==> src/hw/serial_link_map.vh <==
// register offsets, field positions, reset values and timing counts of the single-bit serial link
`ifndef SERIAL_LINK_MAP_VH
`define SERIAL_LINK_MAP_VH

// register offsets on the plain register port
`define OFS_CONTROL_STATUS 3'h0
`define OFS_DATA           3'h1
`define OFS_CONFIG         3'h2
`define OFS_IRQ_ENABLE_ONE 3'h3
`define OFS_IRQ_ENABLE_TWO 3'h4
`define OFS_PRIORITY_LO    3'h5
`define OFS_PRIORITY_HI    3'h6
`define OFS_IRQ_STATUS     3'h7

// control/status read fields
`define RD_MASTER          4
`define RD_STOP_SEEN       3
`define RD_START_SEEN      2
`define RD_ARB_LOST        1
`define RD_DATA_READY      0
`define RD_ATTENTION       6
`define RD_RECEIVED        7
`define RD_TX_ACTIVE       5

// control/status write fields
`define WR_CLEAR_TX_ACTIVE 7
`define WR_IDLE            6
`define WR_CLEAR_DATA_READY_FLAG      5
`define WR_CLEAR_ARB       4
`define WR_CLEAR_START     3
`define WR_CLEAR_STOP      2
`define WR_SEND_START      1
`define WR_SEND_STOP       0

// config fields
`define CFG_SLAVE_EN       7
`define CFG_MASTER_REQ     6
`define CFG_TIMER_RUN      4
`define CFG_CT_HI          1
`define CFG_CT_LO          0

// interrupt enable bits
`define IEN_GLOBAL         7
`define IEN2_TIMEOUT       7
`define IEN2_LINK          0

// timing
`define MIN_SPAN_NS        4700
`define TIMER_WIDTH        10
`define SPAN_DONE          10'h008
// counts of 4 to 7 put the carry 1020 to 1023 ticks after a reload
`define CT_COUNT_0         4'h7
`define CT_COUNT_1         4'h6
`define CT_COUNT_2         4'h5
`define CT_COUNT_3         4'h4
`define MACHINE_DIV        6
`define RESET_CONFIG       8'h00
`endif

==> src/hw/serial_link_bit.v <==
// single-bit two-wire serial interface with timing and timeout timer
//
// Decided for this implementation: the plain strobed port and the register addresses.
`timescale 1ns/1ps
`include "serial_link_map.vh"

// What this block does
// - timer counts machine cycles from CPU clock
// - low three timer bits time minimum spans
// - enforce high, start, stop, bus-free minimums
// - fast software still waits minimum SCL low
// - two-bit field selects one of four preloads
// - full ten timer bits time SCL stall
// - any SCL edge reloads timeout counter
// - timeout counter stopped between frames
// - carry after 1020 to 1023 cycles
// - carry resets interface, raises timeout interrupt
// - timeout reset releases SCL
// - timer runs past span count only with run bit set
// - timeout enable bit7, two priority bits
// - link interrupt enable at bit0
// - attention with enables requests interrupt
// - sample SDA on SCL rise
// - data read gives bit in MSB
// - data read clears ready; status read not
// - attention is OR of four flags
// - ready set on SCL rise unless idle
// - ready cleared by clear bit or data access
// - hold SCL low while ready pending
// - transmit bit driven only while SCL low
// - reload timer with eight minus count
// - drive SDA only transmitting or for a new master's start; flag loss only transmitting
// - master set on request with free bus
module serial_link_bit #(
	parameter MACHINE_DIV = `MACHINE_DIV
) (
	// clock and reset
	input  wire       REF_CLK,
	input  wire       NRST,
	// register port
	input  wire [2:0] ADDR,
	input  wire [7:0] WDATA,
	input  wire       WR,
	input  wire       RD,
	output reg  [7:0] RDATA,
	// bus pins
	input  wire       SCL_IN,
	output reg        SCL_OUT,
	output reg        SCL_OE,
	input  wire       SDA_IN,
	output reg        SDA_OUT,
	output reg        SDA_OE,
	// interrupt requests and priorities
	output reg        LINK_IRQ,
	output reg        TIMEOUT_IRQ,
	output reg  [1:0] TIMEOUT_PRIORITY
);

	// preload count chosen by the clock-timing field
	function [3:0] span_count;
		input [1:0] sel;
		begin
			case (sel)
				2'h0: span_count = `CT_COUNT_0;
				2'h1: span_count = `CT_COUNT_1;
				2'h2: span_count = `CT_COUNT_2;
				default: span_count = `CT_COUNT_3;
			endcase
		end
	endfunction

	reg       scl_meta, scl_sync, scl_last;
	reg       sda_meta, sda_sync, sda_last;
	reg [3:0] mc_div;
	reg       mc_tick;
	reg [9:0] timer;
	reg [7:0] serial_link_config_reg;
	reg [7:0] irq_enable_reg_one;
	reg [7:0] irq_enable_reg_two;
	reg [7:0] priority_lo;
	reg [7:0] priority_hi;
	reg       received_bit;
	reg       data_ready_flag;
	reg       arbitration_lost_flag;
	reg       start_seen_flag;
	reg       stop_seen_flag;
	reg       master;
	reg       tx_active;
	reg       transmit_bit;
	reg       idle_slave;
	reg       in_frame;
	reg       pending_stop;
	reg       pending_start;
	reg       req_dropped;
	reg       drive_sda_low;
	reg       drive_scl_low;
	reg       timeout_pending;

	wire attention_flag = data_ready_flag | arbitration_lost_flag | start_seen_flag | stop_seen_flag;
	wire scl_rise  = scl_sync & ~scl_last;
	wire scl_fall  = ~scl_sync & scl_last;
	wire scl_edge  = scl_rise | scl_fall;
	wire start_det = scl_sync & sda_last & ~sda_sync;
	wire stop_det  = scl_sync & ~sda_last & sda_sync;
	wire timer_run = serial_link_config_reg[`CFG_TIMER_RUN];
	wire enabled   = serial_link_config_reg[`CFG_SLAVE_EN] | serial_link_config_reg[`CFG_MASTER_REQ];
	wire span_done = (timer >= `SPAN_DONE);
	wire timeout   = timer_run & in_frame & mc_tick & (&timer);
	wire ctl_wr    = WR & (ADDR == `OFS_CONTROL_STATUS);
	wire dat_wr    = WR & (ADDR == `OFS_DATA);
	wire dat_rd    = RD & (ADDR == `OFS_DATA);
	wire [9:0] preload = {6'h00, 4'h8 - span_count({serial_link_config_reg[`CFG_CT_HI],
		serial_link_config_reg[`CFG_CT_LO]})};

	// two flip-flops on each pin before any logic looks at it
	always @(posedge REF_CLK) begin
		if (!NRST) begin
			scl_meta <= 1'b1;
			scl_sync <= 1'b1;
			scl_last <= 1'b1;
			sda_meta <= 1'b1;
			sda_sync <= 1'b1;
			sda_last <= 1'b1;
		end else begin
			scl_meta <= SCL_IN;
			scl_sync <= scl_meta;
			scl_last <= scl_sync;
			sda_meta <= SDA_IN;
			sda_sync <= sda_meta;
			sda_last <= sda_sync;
		end
	end

	// machine cycle enable from the CPU clock
	always @(posedge REF_CLK) begin
		if (!NRST) begin
			mc_div  <= 4'h0;
			mc_tick <= 1'b0;
		end else if (mc_div == MACHINE_DIV[3:0] - 4'h1) begin
			mc_div  <= 4'h0;
			mc_tick <= 1'b1;
		end else begin
			mc_div  <= mc_div + 4'h1;
			mc_tick <= 1'b0;
		end
	end

	// timer: preload on every SCL edge, saturate spans, wrap for timeout
	always @(posedge REF_CLK) begin
		if (!NRST || timeout) begin
			timer <= 10'h000;
		end else if (enabled && (scl_edge || start_det || stop_det)) begin
			// start and stop on the data wire reload too: they open the start hold and bus-free spans
			timer <= preload;
		end else if (mc_tick && (timer_run && in_frame || !span_done)) begin
			timer <= timer + 10'h001;
		end
	end

	// register writes; control strobes act the cycle they are written
	always @(posedge REF_CLK) begin
		if (!NRST) begin
			serial_link_config_reg <= `RESET_CONFIG;
			irq_enable_reg_one     <= 8'h00;
			irq_enable_reg_two     <= 8'h00;
			priority_lo            <= 8'h00;
			priority_hi            <= 8'h00;
		end else if (WR) begin
			case (ADDR)
				`OFS_CONFIG:         serial_link_config_reg <= WDATA;
				`OFS_IRQ_ENABLE_ONE: irq_enable_reg_one <= WDATA;
				`OFS_IRQ_ENABLE_TWO: irq_enable_reg_two <= WDATA;
				`OFS_PRIORITY_LO:    priority_lo <= WDATA;
				`OFS_PRIORITY_HI:    priority_hi <= WDATA;
				default: ;
			endcase
		end
	end

	// bus protocol state: flags, master, transmit, frame tracking
	always @(posedge REF_CLK) begin
		if (!NRST || timeout) begin
			received_bit          <= 1'b0;
			data_ready_flag       <= 1'b0;
			arbitration_lost_flag <= 1'b0;
			start_seen_flag       <= 1'b0;
			stop_seen_flag        <= 1'b0;
			master                <= 1'b0;
			tx_active             <= 1'b0;
			transmit_bit          <= 1'b1;
			idle_slave            <= 1'b1;
			in_frame              <= 1'b0;
			pending_stop          <= 1'b0;
			pending_start         <= 1'b0;
			req_dropped           <= 1'b0;
			drive_sda_low         <= 1'b0;
			drive_scl_low         <= 1'b0;
		end else begin
			// software side first; hardware events below win over clears
			if (ctl_wr) begin
				if (WDATA[`WR_CLEAR_DATA_READY_FLAG])
					data_ready_flag <= 1'b0;
				if (WDATA[`WR_CLEAR_ARB])
					arbitration_lost_flag <= 1'b0;
				if (WDATA[`WR_CLEAR_START])
					start_seen_flag <= 1'b0;
				if (WDATA[`WR_CLEAR_STOP])
					stop_seen_flag <= 1'b0;
				if (WDATA[`WR_CLEAR_TX_ACTIVE])
					tx_active <= 1'b0;
				if (WDATA[`WR_IDLE])
					idle_slave <= 1'b1;
				if (WDATA[`WR_SEND_START]) begin
					tx_active     <= 1'b1;
					transmit_bit  <= 1'b1;
					pending_start <= 1'b1;
				end
				if (WDATA[`WR_SEND_STOP]) begin
					tx_active    <= 1'b1;
					transmit_bit <= 1'b0;
					pending_stop <= 1'b1;
					if (req_dropped)
						master <= 1'b0;
				end
			end
			if (dat_wr) begin
				transmit_bit    <= WDATA[7];
				tx_active       <= 1'b1;
				data_ready_flag <= 1'b0;
			end
			if (dat_rd) begin
				data_ready_flag <= 1'b0;
				tx_active       <= 1'b0;
			end
			// inverted request bit of the last cycle, for the drop-then-stop rule
			if (!serial_link_config_reg[`CFG_MASTER_REQ])
				req_dropped <= 1'b1;
			else
				req_dropped <= 1'b0;
			// become master when requested on a free bus after bus-free time
			if (serial_link_config_reg[`CFG_MASTER_REQ] && !in_frame && !master && span_done) begin
				master        <= 1'b1;
				drive_sda_low <= 1'b1;
			end
			// SCL rising: sample, ready, arbitration
			if (scl_rise) begin
				received_bit <= sda_sync;
				if (!idle_slave || master)
					data_ready_flag <= 1'b1;
				if (tx_active && transmit_bit && !sda_sync) begin
					arbitration_lost_flag <= 1'b1;
					tx_active             <= 1'b0;
					master                <= 1'b0;
				end
			end
			// start condition
			if (start_det) begin
				in_frame <= 1'b1;
				if (!idle_slave || master)
					start_seen_flag <= 1'b1;
				idle_slave <= 1'b0;
			end
			// stop condition
			if (stop_det) begin
				in_frame <= 1'b0;
				if (!idle_slave || master)
					stop_seen_flag <= 1'b1;
				drive_sda_low <= 1'b0;
				pending_stop  <= 1'b0;
			end
			// drive SDA only during SCL low, then held through the high phase
			if (!scl_sync && !drive_scl_low)
				drive_sda_low <= tx_active & ~transmit_bit;
			// stop: release SDA after minimum SCL high to SDA high
			if (pending_stop && scl_sync && span_done)
				drive_sda_low <= 1'b0;
			// repeated start: pull SDA low after minimum time
			if (pending_start && scl_sync && span_done) begin
				drive_sda_low <= 1'b1;
				pending_start <= 1'b0;
			end
			// master clocking: high minimum, low minimum and stretching
			// a new master waits until its own start is seen, so the reloaded timer
			// keeps SCL high for the minimum SDA low to SCL low span
			if (master && in_frame && scl_sync && span_done && !pending_stop)
				drive_scl_low <= ~pending_start;
			if (scl_fall && !master)
				drive_scl_low <= 1'b1;
			if (drive_scl_low && !attention_flag && span_done && (master || !scl_sync))
				drive_scl_low <= 1'b0;
			if (!scl_sync && attention_flag)
				drive_scl_low <= 1'b1;
		end
	end

	// outputs straight from flip-flops
	always @(posedge REF_CLK) begin
		if (!NRST) begin
			SCL_OUT          <= 1'b0;
			SCL_OE           <= 1'b0;
			SDA_OUT          <= 1'b0;
			SDA_OE           <= 1'b0;
			LINK_IRQ         <= 1'b0;
			TIMEOUT_IRQ      <= 1'b0;
			TIMEOUT_PRIORITY <= 2'h0;
			timeout_pending  <= 1'b0;
		end else begin
			// open drain: only the enables move, the data outputs stay low
			SCL_OUT          <= 1'b0;
			SCL_OE           <= drive_scl_low & ~timeout;
			SDA_OUT          <= 1'b0;
			SDA_OE           <= drive_sda_low & ~timeout;
			LINK_IRQ         <= irq_enable_reg_one[`IEN_GLOBAL] & irq_enable_reg_two[`IEN2_LINK] &
				attention_flag;
			// timeout request held until the enable is dropped
			if (timeout)
				timeout_pending <= 1'b1;
			else if (!irq_enable_reg_two[`IEN2_TIMEOUT])
				timeout_pending <= 1'b0;
			TIMEOUT_IRQ      <= irq_enable_reg_one[`IEN_GLOBAL] & irq_enable_reg_two[`IEN2_TIMEOUT] &
				(timeout_pending | timeout);
			TIMEOUT_PRIORITY <= {priority_hi[`IEN2_TIMEOUT], priority_lo[`IEN2_TIMEOUT]};
		end
	end

	// read data one cycle after the strobe, zero otherwise
	always @(posedge REF_CLK) begin
		if (!NRST || !RD) begin
			RDATA <= 8'h00;
		end else begin
			case (ADDR)
				`OFS_CONTROL_STATUS: RDATA <= {received_bit, attention_flag, tx_active, master,
					stop_seen_flag, start_seen_flag, arbitration_lost_flag, data_ready_flag};
				`OFS_DATA:           RDATA <= {received_bit, 7'h00};
				`OFS_CONFIG:         RDATA <= serial_link_config_reg;
				`OFS_IRQ_ENABLE_ONE: RDATA <= irq_enable_reg_one;
				`OFS_IRQ_ENABLE_TWO: RDATA <= irq_enable_reg_two;
				`OFS_PRIORITY_LO:    RDATA <= priority_lo;
				`OFS_PRIORITY_HI:    RDATA <= priority_hi;
				default:             RDATA <= {7'h00, timeout_pending};
			endcase
		end
	end

endmodule

==> config.mk <==
export PLATFORM = sky130hd
export DESIGN_NAME = serial_link_bit
export DESIGN_NICKNAME = d
export VERILOG_FILES = /design/src/hw/serial_link_bit.v
export VERILOG_INCLUDE_DIRS = /design/src /design/src/hw
export SDC_FILE = /design/constraint.sdc
export NUM_CORES = 1
export LEC_CHECK = 0
export BUFFER_PORTS_ARGS = -buffer_cell sky130_fd_sc_hd__buf_2
export CORE_UTILIZATION = 59
export DETAILED_ROUTE_END_ITERATION = 6
export GPL_ROUTABILITY_DRIVEN = 0
export PLACE_DENSITY = 0.83
export SETUP_SLACK_MARGIN = 0.15
export SYNTH_ARGS = -nofsm -noshare
export SYNTH_HDL_FRONTEND = slang
export SYNTH_SLANG_ARGS = --single-unit
==> constraint.sdc <==
create_clock -name REF_CLK -period 2.1 [get_ports REF_CLK]
set_input_delay 0.42 -clock REF_CLK [delete_from_list [all_inputs] [get_ports REF_CLK]]
set_output_delay 0.42 -clock REF_CLK [all_outputs]
set_load 0.02 [all_outputs]
Word-level counts from Yosys, hierarchy flattened
Index checks and enable logic that the tools add are counted.
- output and inout port bits: 16
- ROM bits: 0
- bits in registers: 91
- memory bits (writable): 0
- memories kept: 0
- bits in latches: 0
- $lt $le $gt $ge: 1
- multiplexer cells: 56
- bitwise logic cells: 33
- divide/modulo/power cells: 0
- reductions and logical operators: 63
- multiply operators: 0
- shift operators: 0
- equality and inequality tests: 10
- $add $sub $neg: 3
- operators with widths (cell ; number):
    case mux 8 bit (7 select lines) ; 1
    2-to-1 mux 1 bit ; 52
    logical AND 1 bit ; 22
    AND 1 bit ; 19
    AND reduction 2 bit ; 9
    zero test 1 bit ; 11
    adder 10 x 1 -> 10 bit, second input constant ; 1
    greater-or-equal comparator 10 x 4 -> 1 bit, second input constant ; 1
    AND reduction 10 bit ; 1
    equality test 3 bit, second input constant ; 3
    2-to-1 mux 4 bit ; 2
    inverter 1 bit ; 8
    nonzero test 2 bit ; 4
    OR reduction 2 bit ; 4
    logical OR 1 bit ; 7
    equality test 3 x 2 -> 1 bit, second input constant ; 2
    OR 1 bit ; 6
    case mux 2 bit (3 select lines) ; 1
    nonzero test 5 bit ; 1
    adder 4 x 1 -> 4 bit, second input constant ; 1
    equality test 4 x 3 -> 1 bit, second input constant ; 1
    nonzero test 4 bit ; 1
    subtractor 4 bit, first input constant ; 1
    equality test 3 x 1 -> 1 bit, second input constant ; 1
    6 further kinds ; 6

Logic depth before layout (Yosys ltp)
- depth after elaboration: 9
- gate-level depth with buffers: 7

Least setup slack after synthesis
Ideal clock, no wire load.
- kind: flip-flop to flip-flop
- start: register scl_sync
- end: register timer[3]
- path slack: 0.330 ns
- required time: 2.014 ns
- arrival time: 1.684 ns
- period minus slack after synthesis: 1.770 ns
- library setup time: 0.086 ns
- cell stages (with the launch flop): 7
- cells stage by stage: dfxtp_1 clkbuf_1 inv_1 ha_1 a21boi_0 nor2_1 a211oi_1
- longest elaborated chain between the ends: 7
- elaborated cells between the ends (all ways): 13
- those cells by class: mux: 1; bitwise: 8; reduce/logical: 4
- ends and longest elaborated chain (what ; line ; RTL):
    start: declaration ; serial_link_bit.v:72 ; reg scl_meta, scl_sync, scl_last;
    start signal: assignment ; serial_link_bit.v:126 ; scl_sync <= scl_meta;
    inverter 1 bit ; serial_link_bit.v:101 ; wire scl_fall = ~scl_sync & scl_last;
    AND 1 bit ; serial_link_bit.v:101 ;
    OR 1 bit ; serial_link_bit.v:102 ; wire scl_edge = scl_rise | scl_fall;
    logical OR 1 bit ; serial_link_bit.v:152 ; end else if (enabled && (scl_edge || start_det || stop_det)) begin
    logical OR 1 bit (*) ; serial_link_bit.v:152 ;
    logical AND 1 bit (*) ; serial_link_bit.v:152 ;
    2-to-1 mux 4 bit / nonzero test 2 bit (equally long branches) ; n/a ;
    end signal: assignment ; serial_link_bit.v:154 ; timer <= preload;
    end signal: assignment ; serial_link_bit.v:156 ; timer <= timer + 10'h001;
    end: declaration ; serial_link_bit.v:76 ; reg [9:0] timer;
Mark *: on every way between the ends. The rest lies on a longest branch, timed or not.
A chain may end at the register's enable or synchronous reset.

Worst setup path in the final report
- start: register timer[3]
- end: register timer[0]
- longest elaborated chain between the ends: 5
- elaborated cells between the ends (all ways): 8
- those cells by class: order compare: 1; bitwise: 1; reduce/logical: 6
- ends and longest elaborated chain (what ; line ; RTL):
    greater-or-equal comparator 10 x 4 -> 1 bit (no source line) ; n/a ;
    zero test 1 bit ; serial_link_bit.v:155 ; end else if (mc_tick && (timer_run && in_frame || !span_done)) begin
    logical OR 1 bit ; serial_link_bit.v:155 ;
    logical AND 1 bit ; serial_link_bit.v:155 ;
    nonzero test 2 bit (no source line) ; n/a ;
Several ways; a longest one is shown, not always the timed one.

==> summary.md <==
| Metric | Value |
|---|---|
| Post-CTS Hold Buffers | `0` |
| Post-synth top flop | `dfxtp_1` |
| Area fraction of the dominant cell type after synthesis | `44.9%` |
| DR vias | `3623` |
| RSZ-0062 raised after global routing | `false` |
| CTS tree | `done` |
| CTS sink cnt | `91` |
| LEAKAGE | `roughly 1.7 nW` |
| Synth cell count leaders | `dfxtp_1 (91), nand2_1 (85), a21oi_1 (45), nor2_1 (41), clkbuf_1 (15)` |
| Placed wire-length estimate | `6.86 mm` |
| WP data arrival | `approximately 2.0 ns` |
| Yosys reg bits | `a little over 90` |
| Post-Place Cell Area | `~0.0043 sq mm` |
| Syn Inst Count | `477` |
| CTS resizes | `0` |
| First-pass GRT wire length | `roughly 16 mm` |
| Final Instance Area | `0.00457 sq mm` |
| Clk_lat worst skew | `roughly 0.36 ns` |
| EDFF count, synth | `0` |
| Most common cell in the netlist | `dfxtp_1` |
| Fin crit period | `approximately 1.8 ns` |
| CP startpoint | `timer[3]` |
| CTS max path bufs | `2` |
| Grt ovf | `0` |
| Crit end category | `flop` |
| Clock Skews | `roughly 0.013 ns` |
| Cell count of the worst reg-to-reg path | `5` |
| Number of flip-flops in the largest register | `10` |
| Initial antenna violation count | `0` |
| Core area | `around 0.0065 sq mm` |
| Outcome | `finished with violations` |
| Crit path max fanout | `10` |
| FMAX | `between 500 and 600 MHz` |
| CTS Buf Count | `9` |
| Clk pin slew, worst setup/hold paths | `0.09 ns` |
| Worst path required time | `between 2 and 2.5 ns` |
| Hold Crit Start | `SCL_IN` |
| Routed vias/inst | `a little over 6` |
| H-tree depth | `3` |
| Share of layout cells above drive strength 1 | `15.2%` |
| Gr usage total | `between 20% and 30%` |
| Post-CTS Setup Bufs | `0` |
| Final setup violation count | `0` |
| Max Cap Viol | `0` |
| Largest net degree at the start of global routing | `45` |
| Nets | `536` |
| Power Total | `roughly 3.5 mW` |
| Hold Path Class | `input pin to flop` |
| Setup CP Type | `flop to flop` |
| Final slew viol count | `0` |
| Root buf cell | `clkbuf_8` |
| Die H | `~85 um` |
| Initial core utilization | `62.5%` |
| # rows | `29` |
| Die ar. | `0.00722 sq mm` |
| Warnings from Yosys | `0` |
| Vias in the first global route | `between 3000 and 4000` |
| Synth top area cells | `dfxtp_1 (45%), nand2_1 (7.9%), a21oi_1 (5.5%)` |
| Drc violations | `3` |
| DIE WIDTH | `roughly 85 um` |
| Post-synth ARST share | `0%` |
| Setup TNS | `0 ns` |
| R2R Path Start | `timer[3]` |
| # IOs | `33` |
| DRT Pass-1 Iters | `7` |
| IO buf count | `30` |
| Area delta synth->final | `12.6%` |
| VDD IR max | `approximately 0.00033 V` |
| Most flop-heavy register | `timer` |
| Yosys top cell by area | `dfxtp_1` |
| Routed wire per std cell | `around 16 um` |
| Final antenna-violating net count | `0` |
| PwrDens | `approximately 770 mW/mm^2` |
| Startpoint Class | `flop` |
| First-iteration detailed-routing DRC count | `roughly 360` |
| WL final | `just under 10 mm` |
| Synthesized cell area | `between 0.004 and 0.005 sq mm` |
| Fillers | `495` |
| Part of the Yosys area used for sequential elements | `roughly 45%` |
| Mean Syn Cell Area | `approximately 8.5 sq um` |
| Final Hold Violating Endpoints | `0` |
| Final period util | `between 80% and 90%` |
| Antenna Cells | `0` |
| Failing checks | `design-rule violations` |
| Unique masters post-synth | `between 50 and 60` |
| Hold depth | `2` |
-- stage by stage --
stage               std cells  worst slack [ns]  util (%)  hold slack [ns]
floorplan                 478             0.330         -            0.386
global placement          575             0.298      66.5            0.406
detailed placement        575             0.250      66.5            0.401
CTS                       591             0.256      70.4            0.239
global route              591             0.173      70.4            0.247
finish                    591             0.305      70.4            0.245
-- logic make-up (layout without fill, tap and decap cells) --
kind of cell             Yosys count  in the layout  synth area share [%]
XOR/XNOR                           4              4                 0.863
multiplexers                      19             19                  5.70
flip-flops                        91             91                  44.9
AO/OA/AOI/OAI                    106            106                  16.7
other                              1              2                0.0923
buffers and inverters             44             80                  4.65
adder cells (fa/ha/maj)           10             10                  3.08
AND/OR/NAND/NOR                  202            202                  24.1
-- final cells by class --
cell class | count | area [sq um] | area share (%)
Multi-Input combinational cell | 343 | 2060 | 45.0
Timing Repair Buffer | 49 | 293 | 6.40
Clock buffer | 10 | 138 | 3.01
Tap cell | 77 | 96.3 | 2.11
Sequential cell | 91 | 1820 | 39.8
Clock inverter | 6 | 111 | 2.43
Inverter | 15 | 56.3 | 1.23
-- metal layers --
| metal | routed length [um] | global-route usage, % | vias up |
|---|---|---|---|
| met5 | 0 | 0 | - |
| li1 | - | - | 1735 |
| met2 | 4330 | 44.6 | 143 |
| met4 | 314 | 12.9 | 0 |
| met1 | 4490 | 39.7 | 1714 |
| met3 | 609 | 3.79 | 31 |
-- critical path: stages, from the launching register on --
cell,delay (ns)
dfxtp_1,0.48
and4_1,0.27
and3_1,0.22
a31o_1,0.39
buf_4,0.25
a211oi_1,0.07
-- path summary, 6_finish.rpt --
check | endpoint | slack [ns]
worst max register to register | timer[0] | 0.31
worst max-delay path | timer[0] | 0.31
worst min register to register | sda_sync | 0.42
worst min-delay path | scl_meta | 0.24
-- cell usage in the layout (no fill, tap or decap), drive strengths merged, types with 4 or more instances in the layout --
cell type / n
a211oi: 13
a21o: 4
a21oi: 45
a22oi: 7
a31oi: 6
buf: 49
clkbuf: 10
dfxtp: 91
ha: 10
inv: 16
mux2i: 13
nand2: 85
nand2b: 9
nand3: 14
nor2: 41
nor2b: 5
nor3: 12
o21ai: 8
o31ai: 6
or4: 6
-- report_power, final --
group	internal, mW	switching [mW]
registers	1.77	0.0293
logic	0.0997	0.176
clock network	0.825	0.627
total	2.69	0.832
No activity file was read; power rests on OpenSTA's default activity.
